$ cat config.mk
export PLATFORM = sky130hd
export DESIGN_NAME = aad_core
export DESIGN_NICKNAME = d
export VERILOG_FILES = /design/src/verilog/aad_pkg.sv /design/src/verilog/aad_return_stack.sv /design/src/verilog/aad_core.sv
export SDC_FILE = /design/constraint.sdc
export NUM_CORES = 1
export LEC_CHECK = 0
export BUFFER_PORTS_ARGS = -buffer_cell sky130_fd_sc_hd__buf_2
export CORE_MARGIN = 5
export CORE_UTILIZATION = 61
export CTS_CLUSTER_SIZE = 28
export DETAILED_ROUTE_END_ITERATION = 7
export PLACE_DENSITY = 0.81
export SLEW_MARGIN = 20
export SYNTH_ARGS = -nofsm -noshare
export SYNTH_HDL_FRONTEND = slang
export SYNTH_SLANG_ARGS = --single-unit
$ cat constraint.sdc
create_clock -name clk -period 4.3 [get_ports clk]
set_input_delay 0.43 -clock clk [delete_from_list [all_inputs] [get_ports clk]]
set_output_delay 0.43 -clock clk [all_outputs]
set_load 0.005 [all_outputs]
$ cat src/verilog/aad_pkg.sv
// Purpose: shared constants, opcodes and types of the accumulator alu decoder
// Assumes: 8-bit data, 12-bit program counter
// Notes:   call encodes the address low nibble in the opcode high nibble
`default_nettype none
package aad_pkg;

	////////////////////////////////////////////////////////////////////////
	// widths and sizes
	localparam int PC_W        = 12;
	localparam int DATA_W      = 8;
	localparam int STACK_DEPTH = 6;
	localparam int CYCLES_LONG = 4;

	////////////////////////////////////////////////////////////////////////
	// opcodes and operand codes
	localparam logic [7:0] OP_ADD_REG   = 8'h5f;
	localparam logic [7:0] OP_ADD_IND_X = 8'h47;
	localparam logic [7:0] OP_ADD_IND_Y = 8'h4f;
	localparam logic [7:0] OP_ADD_IMM   = 8'h57;
	localparam logic [7:0] OP_AND_REG   = 8'hbf;
	localparam logic [7:0] OP_AND_IND_X = 8'ha7;
	localparam logic [7:0] OP_AND_IND_Y = 8'haf;
	localparam logic [7:0] OP_AND_IMM   = 8'hb7;
	localparam logic [7:0] OP_CMP_REG   = 8'h3f;
	localparam logic [7:0] OP_CMP_IND_X = 8'h27;
	localparam logic [7:0] OP_CMP_IND_Y = 8'h2f;
	localparam logic [7:0] OP_CLR_ACC   = 8'hdf;
	localparam logic [7:0] OP_CLR_MEM   = 8'h0d;
	localparam logic [7:0] OP_COM       = 8'h2d;
	localparam logic [7:0] OP_RET       = 8'hcd;
	localparam logic [3:0] OP_CALL_LO   = 4'h1;
	localparam logic [7:0] SRC_ACC      = 8'hff;
	localparam logic [7:0] ADDR_PTR_X   = 8'h80;
	localparam logic [7:0] ADDR_PTR_Y   = 8'h81;

	////////////////////////////////////////////////////////////////////////
	// reset values
	localparam logic [PC_W-1:0]   PC_RESET  = 12'h000;
	localparam logic [DATA_W-1:0] ACC_RESET = 8'h00;
	localparam logic [DATA_W-1:0] ZERO_BYTE = 8'h00;

	////////////////////////////////////////////////////////////////////////
	// types
	typedef enum logic [3:0] {
		AAD_K_NONE, AAD_K_ADD, AAD_K_AND, AAD_K_CMP, AAD_K_SUM_IMMEDIATE, AAD_K_CONJUNCTION_IMMEDIATE,
		AAD_K_CALL, AAD_K_RET, AAD_K_CLRA, AAD_K_CLRM, AAD_K_COM
	} aad_kind_t;

	typedef enum logic [1:0] {
		AAD_M_REG, AAD_M_IND, AAD_M_IMM, AAD_M_INH
	} aad_mode_t;

	////////////////////////////////////////////////////////////////////////
	// opcode to operation
	function automatic aad_kind_t aad_kind(input logic [7:0] op);
		aad_kind_t k;
		k = AAD_K_NONE;
		unique case (op)
			OP_ADD_REG, OP_ADD_IND_X, OP_ADD_IND_Y: k = AAD_K_ADD;
			OP_AND_REG, OP_AND_IND_X, OP_AND_IND_Y: k = AAD_K_AND;
			OP_CMP_REG, OP_CMP_IND_X, OP_CMP_IND_Y: k = AAD_K_CMP;
			OP_ADD_IMM: k = AAD_K_SUM_IMMEDIATE;
			OP_AND_IMM: k = AAD_K_CONJUNCTION_IMMEDIATE;
			OP_CLR_ACC: k = AAD_K_CLRA;
			OP_CLR_MEM: k = AAD_K_CLRM;
			OP_COM:     k = AAD_K_COM;
			OP_RET:     k = AAD_K_RET;
			default:    k = (op[3:0] == OP_CALL_LO) ? AAD_K_CALL : AAD_K_NONE;
		endcase
		return k;
	endfunction : aad_kind

	// opcode to addressing mode
	function automatic aad_mode_t aad_mode(input logic [7:0] op);
		aad_mode_t m;
		m = AAD_M_INH;
		unique case (op)
			OP_ADD_REG, OP_AND_REG, OP_CMP_REG, OP_CLR_ACC, OP_CLR_MEM: m = AAD_M_REG;
			OP_ADD_IND_X, OP_ADD_IND_Y, OP_AND_IND_X, OP_AND_IND_Y,
			OP_CMP_IND_X, OP_CMP_IND_Y: m = AAD_M_IND;
			OP_ADD_IMM, OP_AND_IMM: m = AAD_M_IMM;
			default: m = AAD_M_INH;
		endcase
		return m;
	endfunction : aad_mode

endpackage : aad_pkg
`default_nettype wire

$ cat src/verilog/aad_return_stack.sv
// Purpose: return address stack of fixed depth
// Assumes: push and pop never in the same cycle
// Notes:   a push when full is dropped, so the oldest entries survive
`timescale 1ns/1ps
`default_nettype none
module aad_return_stack #(
	parameter int DEPTH = aad_pkg::STACK_DEPTH,
	parameter int WIDTH = aad_pkg::PC_W
) (
	input  wire logic             clk,
	input  wire logic             reset,
	input  wire logic             push,
	input  wire logic             pop,
	input  wire logic [WIDTH-1:0] push_data,
	output logic      [WIDTH-1:0] top,
	output logic                  full
);
	localparam int CW = $clog2(DEPTH + 1);
	localparam logic [CW-1:0] DEPTH_C = CW'(DEPTH);

	logic [WIDTH-1:0] entry [DEPTH];
	logic [CW-1:0]    count;
	logic [CW-1:0]    top_idx;

	////////////////////////////////////////////////////////////////////////
	// top index; an empty stack still answers with the bottom entry
	assign full    = (count == DEPTH_C);
	assign top_idx = (count == '0) ? '0 : count - CW'(1);
	assign top     = entry[top_idx];

	// occupancy; overflow pushes are lost, not wrapped
	always_ff @(posedge clk) begin
		if (reset)
			count <= '0;
		else if (push && !full) // RQ10
			count <= count + CW'(1);
		else if (pop && count != '0) // RQ11
			count <= count - CW'(1);
	end

	// storage, one flip-flop row per level
	genvar i;
	generate
		for (i = 0; i < DEPTH; i++) begin : g_lvl
			always_ff @(posedge clk) begin
				if (reset)
					entry[i] <= '0;
				else if (push && count == CW'(i)) // RQ10
					entry[i] <= push_data;
			end
		end
	endgenerate
endmodule : aad_return_stack
`default_nettype wire

$ cat src/verilog/aad_core.sv
// Purpose: decode and execute of add, and, compare, clear, complement,
//          call and return for an 8-bit accumulator core
// Assumes: program memory and data space answer in the same cycle
// Notes:   accumulator is held here; working registers live in data space
//
// Contract
// RQ1: register add sums into accumulator, source kept
// RQ2: 5F prefix, FF acc, 80-83 regs
// RQ3: 47 and 4F indirect add, four cycles
// RQ4: add clears carry, sets on overflow; zero
// RQ5: 57 nn immediate add into accumulator
// RQ6: and into accumulator, carry kept, zero
// RQ7: BF prefix and, A7 AF indirect
// RQ8: B7 nn immediate and, carry kept
// RQ9: call pushes pc, loads twelve bit target
// RQ10: six level stack, overflow pushes lost
// RQ11: return pops top into pc
// RQ12: DF FF clears accumulator, sets both flags
// RQ13: 0D rr 00 clears location, flags kept
// RQ14: complement, carry from old msb, zero
// RQ15: compare sets flags, accumulator kept
// RQ16: compare carry when accumulator below source
// RQ17: 3F prefix compare, 27 2F indirect
// RQ18: indirect operand from pointer's data address
`timescale 1ns/1ps
`default_nettype none
module aad_core #(
	parameter int STACK_DEPTH = aad_pkg::STACK_DEPTH
) (
	input  wire logic        clk,
	input  wire logic        reset,
	output logic      [11:0] pm_addr,
	input  wire logic [7:0]  pm_data,
	output logic      [7:0]  ds_addr,
	input  wire logic [7:0]  ds_rdata,
	output logic      [7:0]  ds_wdata,
	output logic             ds_we,
	output logic      [11:0] pc,
	output logic      [7:0]  acc,
	output logic             zero_flag,
	output logic             carry_flag,
	output logic             instr_done,
	output logic             stack_full
);
	typedef enum logic [1:0] {AAD_S_FETCH, AAD_S_ARG, AAD_S_OPER, AAD_S_EXEC} aad_state_t;

	aad_state_t          state;
	aad_state_t          next_state;
	logic [7:0]          opcode;
	logic [7:0]          arg;
	logic [7:0]          operand;
	aad_pkg::aad_kind_t  kind;
	aad_pkg::aad_mode_t  mode;
	aad_pkg::aad_kind_t  fetch_kind;
	logic                ptr_sel_y;
	logic                exec;

	////////////////////////////////////////////////////////////////////////
	// decode of the latched opcode and of the byte on the bus
	assign kind       = aad_pkg::aad_kind(opcode);
	assign mode       = aad_pkg::aad_mode(opcode);
	assign fetch_kind = aad_pkg::aad_kind(pm_data);
	assign ptr_sel_y  = opcode[3]; // RQ3 RQ7 RQ17
	assign exec       = (state == AAD_S_EXEC);

	// sequence: return takes two cycles, everything else four
	always_comb begin
		next_state = AAD_S_FETCH;
		unique case (state)
			AAD_S_FETCH: next_state = (fetch_kind == aad_pkg::AAD_K_RET) ? AAD_S_EXEC : AAD_S_ARG; // RQ11
			AAD_S_ARG:   next_state = AAD_S_OPER;
			AAD_S_OPER:  next_state = AAD_S_EXEC;
			AAD_S_EXEC:  next_state = AAD_S_FETCH;
		endcase
	end

	always_ff @(posedge clk) begin
		if (reset)
			state <= AAD_S_FETCH;
		else
			state <= next_state;
	end

	////////////////////////////////////////////////////////////////////////
	// bus addressing per cycle
	logic [11:0] pc_plus1;
	logic [11:0] pc_plus2;
	logic        arg_is_acc;
	logic        clr_third;
	assign pc_plus1   = pc + 12'h001;
	assign pc_plus2   = pc + 12'h002;
	assign arg_is_acc = (arg == aad_pkg::SRC_ACC); // RQ2
	assign clr_third  = (kind == aad_pkg::AAD_K_CLRM);

	// third byte only fetched by the memory clear form
	assign pm_addr = (state == AAD_S_FETCH) ? pc :
			 (state == AAD_S_OPER && clr_third) ? pc_plus2 : pc_plus1; // RQ13

	// indirect: pointer first, then the location it names
	assign ds_addr = (state == AAD_S_ARG) ?
			 (ptr_sel_y ? aad_pkg::ADDR_PTR_Y : aad_pkg::ADDR_PTR_X) : arg; // RQ18

	// memory clear writes zero in the execute cycle; flags untouched
	assign ds_we    = exec && clr_third && !arg_is_acc; // RQ13
	assign ds_wdata = aad_pkg::ZERO_BYTE; // RQ13

	////////////////////////////////////////////////////////////////////////
	// instruction byte latches
	always_ff @(posedge clk) begin
		if (reset)
			opcode <= 8'h00;
		else if (state == AAD_S_FETCH)
			opcode <= pm_data;
	end

	// second byte: operand address, immediate, or pointer value
	always_ff @(posedge clk) begin
		if (reset)
			arg <= 8'h00;
		else if (state == AAD_S_ARG)
			arg <= (mode == aad_pkg::AAD_M_IND) ? ds_rdata : pm_data; // RQ18
	end

	// operand; immediates reuse the second byte
	always_ff @(posedge clk) begin
		if (reset)
			operand <= 8'h00;
		else if (state == AAD_S_OPER)
			operand <= (mode == aad_pkg::AAD_M_IMM) ? arg : ds_rdata; // RQ5 RQ8
	end

	////////////////////////////////////////////////////////////////////////
	// arithmetic; register form with FF reads the accumulator itself
	logic [7:0] src;
	logic [8:0] sum9;
	logic [8:0] diff9;
	logic [7:0] and8;
	logic [7:0] inv8;
	assign src   = (mode == aad_pkg::AAD_M_REG && arg_is_acc) ? acc : operand; // RQ2
	assign sum9  = {1'b0, acc} + {1'b0, src}; // RQ1 RQ4
	assign diff9 = {1'b0, acc} - {1'b0, src}; // RQ15
	assign and8  = acc & src; // RQ6
	assign inv8  = ~acc; // RQ14

	// results per operation, flags kept unless the operation owns them
	logic [7:0] next_acc;
	logic       next_zero;
	logic       next_carry;
	always_comb begin
		next_acc   = acc;
		next_zero  = zero_flag;
		next_carry = carry_flag;
		unique case (kind)
			aad_pkg::AAD_K_ADD, aad_pkg::AAD_K_SUM_IMMEDIATE: begin
				next_acc   = sum9[7:0]; // RQ1 RQ5
				next_carry = sum9[8]; // RQ4
				next_zero  = (sum9[7:0] == 8'h00); // RQ4
			end
			aad_pkg::AAD_K_AND, aad_pkg::AAD_K_CONJUNCTION_IMMEDIATE: begin
				next_acc  = and8; // RQ6 RQ8
				next_zero = (and8 == 8'h00); // RQ6 RQ8
			end
			aad_pkg::AAD_K_CMP: begin
				next_carry = diff9[8]; // RQ16
				next_zero  = (diff9[7:0] == 8'h00); // RQ15
			end
			aad_pkg::AAD_K_CLRA: begin
				if (arg_is_acc) begin
					next_acc   = aad_pkg::ZERO_BYTE; // RQ12
					next_zero  = 1'b1; // RQ12
					next_carry = 1'b1; // RQ12
				end
			end
			aad_pkg::AAD_K_CLRM: begin
				// accumulator as a clear target: zeroed without flags
				if (arg_is_acc)
					next_acc = aad_pkg::ZERO_BYTE; // RQ13
			end
			aad_pkg::AAD_K_COM: begin
				next_acc   = inv8; // RQ14
				next_carry = acc[7]; // RQ14
				next_zero  = (inv8 == 8'h00); // RQ14
			end
			default: begin
				next_acc = acc;
			end
		endcase
	end

	// accumulator and flags commit only in the execute cycle
	always_ff @(posedge clk) begin
		if (reset) begin
			acc        <= aad_pkg::ACC_RESET;
			zero_flag  <= 1'b0;
			carry_flag <= 1'b0;
		end else if (exec) begin
			acc        <= next_acc;
			zero_flag  <= next_zero;
			carry_flag <= next_carry;
		end
	end

	////////////////////////////////////////////////////////////////////////
	// program counter and return stack
	logic [11:0] call_target;
	logic [11:0] ret_addr;
	logic        do_push;
	logic        do_pop;
	logic [11:0] next_pc;
	assign call_target = {arg, opcode[7:4]}; // RQ9
	assign do_push     = exec && kind == aad_pkg::AAD_K_CALL; // RQ9
	assign do_pop      = exec && kind == aad_pkg::AAD_K_RET; // RQ11

	// return resumes after the call: push the address of the next byte pair
	always_comb begin
		next_pc = pc;
		if (exec) begin
			unique case (kind)
				aad_pkg::AAD_K_CALL: next_pc = call_target; // RQ9
				aad_pkg::AAD_K_RET:  next_pc = ret_addr; // RQ11
				aad_pkg::AAD_K_CLRM: next_pc = pc + 12'h003;
				aad_pkg::AAD_K_NONE, aad_pkg::AAD_K_COM: next_pc = pc_plus1;
				default: next_pc = (mode == aad_pkg::AAD_M_IND) ? pc_plus1 : pc_plus2; // RQ2 RQ3
			endcase
		end
	end

	always_ff @(posedge clk) begin
		if (reset)
			pc <= aad_pkg::PC_RESET;
		else
			pc <= next_pc;
	end

	// overflowing pushes are dropped inside the stack
	aad_return_stack #(
		.DEPTH (STACK_DEPTH),
		.WIDTH (aad_pkg::PC_W)
	) u_stack (
		.clk       (clk),
		.reset     (reset),
		.push      (do_push), // RQ10
		.pop       (do_pop),
		.push_data (pc_plus2), // RQ9
		.top       (ret_addr),
		.full      (stack_full)
	);

	// one pulse per finished instruction
	always_ff @(posedge clk) begin
		if (reset)
			instr_done <= 1'b0;
		else
			instr_done <= exec;
	end
endmodule : aad_core
`default_nettype wire

==> metrics <==
Top Ports=71; clk buf depth=2; synthesized area=8120 µm²; Die Wd=between 100 and 150 µm; RD Place Congestion=0.935; Setup TNS=0 ps; drt wl/cell=18.8 µm; period utilisation layout=between 90% and 100%; share of the synthesized area in the top cell type=between 20% and 30%; Starting Density=around 60%; multi-input logic area=between 4000 and 5000 µm²; Final Core Density=roughly 69%; Worst R2R Setup Slack=approximately 420 ps; synth unique cells=around 80; routed wire length=21300 µm; Antenna Nets Post-Route=0; die height=125 µm; warnings from Yosys=0; Worst Path Arrival=approximately 4200 ps; pre-CTS setup slack=~450 ps; register area=about 3200 µm²; vias in the first global route=6669; top cell type by total area after synthesis=edfxtp_1; cell row count=42; Slew @ Worst Pin=~1000 ps; Leak Pwr=about 3.3 nW; Post-synth EDFFs=72; Worst Setup End Kind=flip-flop; Slew HR=between 30% and 40%; antenna cells=0; fillers=1067; max frequency=approximately 0.26 GHz; final hold vios=0; fin nets=~1000; pwr/cell area=347 nW/µm²; worst endpoint required time=4600 ps; CTS tree=yes; Avg Cell Area, Syn=8.87 µm²; Non-Filler Instances=about 1100; Placed Cells=around 1100; total CTS buffers=17; Worst Clk Skew=6.09 ps; Reg power frac=43.0%; register bit total from synthesis=between 100 and 150; Root Buffer Master=clkbuf_16; combinational share of power=under 10%; first-pass GRT wire length=34500 µm; Area contributors post-synth=edfxtp_1, dfxtp_1, nor2_1; slowest CP cell=dfxtp_1; CTS Sinks=between 100 and 150; outcome=completed; final setup fails=0; Clock transition at path regs=~60 ps; maximum capacitance violations=0; Mapped Cells=about 920; ys async rst share=0%; Post-synth top flop=edfxtp_1; largest net degree at the start of global routing=41; final global-route overflow total=0; H-tree Lvls=4; area grow syn2layout=11.6%; Switching Fraction=around a quarter; internal power=around 2.4 mW; DIE AREA=15700 µm²; post-synthesis sequential area ratio=around two fifths; setup bufs post-CTS=0; slowest stage delay, CP=approximately 430 ps; Core Box Area=~13000 µm²; CP top delay family=compound AO/OA/AOI/OAI gates; number of iterations in the first detailed-routing pass=7; unrepaired setup endpoints after global routing=no; Setup CP Type=flip-flop to flip-flop; initial antenna violation count=0; Hold Slack=between 200 and 300 ps; clock latency on the worst-skew pair=~430 ps; GR Util All Layers=27.2%; Clock Power Share=between 40 and 50%; min Tclk post-route=around 3900 ps; worst hold path type=input pin to flip-flop; CP Max Fanout=9; vias=7027; commonest non-fill, non-tap cell in the layout=nor2_1; DRC viols=0; commonest non-fill, non-tap cells in the layout=nor2_1, edfxtp_1, buf_2; startpoint types=flip-flop; Buf+Inv Stages, Crit Path=1; worst path cell trace=or3b_1 > nor4_4 > a21oi_1 > o2bb2ai_1 > nand2_1 > buf_4 > mux2_2 > ha_1 > nor2b_1 > o31a_1 > o21ai_0 > a21oi_1 > o21a_1 > o21ai_0 > o2111a_1 > nor3_1; final worst slack=about 420 ps; Net Switching=approximately 760 µW; post-DP HPWL=~15000 µm; IO Port Bufs=62; drt initial violations=roughly 690; Worst VDD drop=approximately 0.27 mV; layout cells sized above 1=14.9%; vias per cell=~6.2; Max Slew Vio Count=0
## cells in the mapped netlist, types with 7 or more instances
master      n
buf_2       8
nor4_1      9
mux2i_1    47
mux2_2     11
nor3_1     16
o211ai_1   10
inv_1      31
nand2_1    43
a21oi_1    46
and3_1      8
clkbuf_1   41
xnor2_1    27
buf_4      12
o21ai_0    32
nor2_1    192
a211oi_1   42
nand2b_1    9
a21o_1      7
xor2_1     18
edfxtp_1   72
nor2b_1    21
nand4_1     8
dfxtp_1    52
ha_1       32
nand3_1    21
buf_1       7
## area by class of cell
type                            instances  area share [%]
Clock buffer                           23            5.28
Multi-Input combinational cell        697            49.6
Tap cell                              176            2.43
Sequential cell                       124            35.4
Clock inverter                          9            1.51
Timing Repair Buffer                   75            4.50
Inverter                               31            1.28
## routing by layer
metal | vias to the layer above | GRT usage (%) | routed length [µm]
met5 | - | 0 | 0
met2 | 367 | 41.5 | 9530
li1 | 3304 | - | -
met1 | 3303 | 37.7 | 9160
met3 | 53 | 6.27 | 2050
met4 | 0 | 10.5 | 557
## final timing paths
path | startpoint | to | cells after the start
max | opcode[3] | carry_flag | 16
min | pm_data[2] | opcode[2] | 3
max reg2reg | opcode[3] | carry_flag | 16
min reg2reg | zero_flag | zero_flag | 2
## registers in the layout, summed over array words and instances, names as in the netlist
register,flops
acc,8
u_stack.count,3
u_stack.entry,72
carry_flag,1
state,2
pc,12
instr_done,1
opcode,8
operand,8
arg,8
zero_flag,1
## tightest hold or removal path: stages
cell and delay (ps):
buf_2 100, mux2i_1 70, nor2_1 80
## cell families after synthesis
group                      share of synthesized area, %
buffers and inverters                              5.67
xor gates and xnor gates                           4.85
DFF                                                39.4
adders and majority gates                          5.42
and+or+nand+nor                                    20.8
other                                            0.0462
AOI/OAI and AO/OA                                  16.4
muxes                                              7.32
## power by group through the flow
stage / registers (mW) / logic, mW / clock network, mW
CTS: 1.35 / 0.308 / 1.49
floorplan: 1.35 / 0.245 / 0
global route: 1.36 / 0.343 / 1.54
detailed placement: 1.37 / 0.304 / 0
finish: 1.35 / 0.311 / 1.48
global placement: 1.37 / 0.301 / 0
## what timing repair did
item                                    in CTS  in global routing
hold buffers                                 0                  0
endpoints found under the hold margin        0                  0
endpoints found under the setup margin       0                  1
resized for setup                            0                  1
## stage by stage
| step | instance area [µm²] | total power, mW |
|---|---|---|
| finish | 9060 | 3.14 |
| global route | 9060 | 3.24 |
| CTS | 9060 | 3.15 |
| detailed placement | 8450 | 1.68 |
| global placement | 8450 | 1.67 |
| floorplan | 8150 | 1.59 |
(Power assumes the default switching activity.)
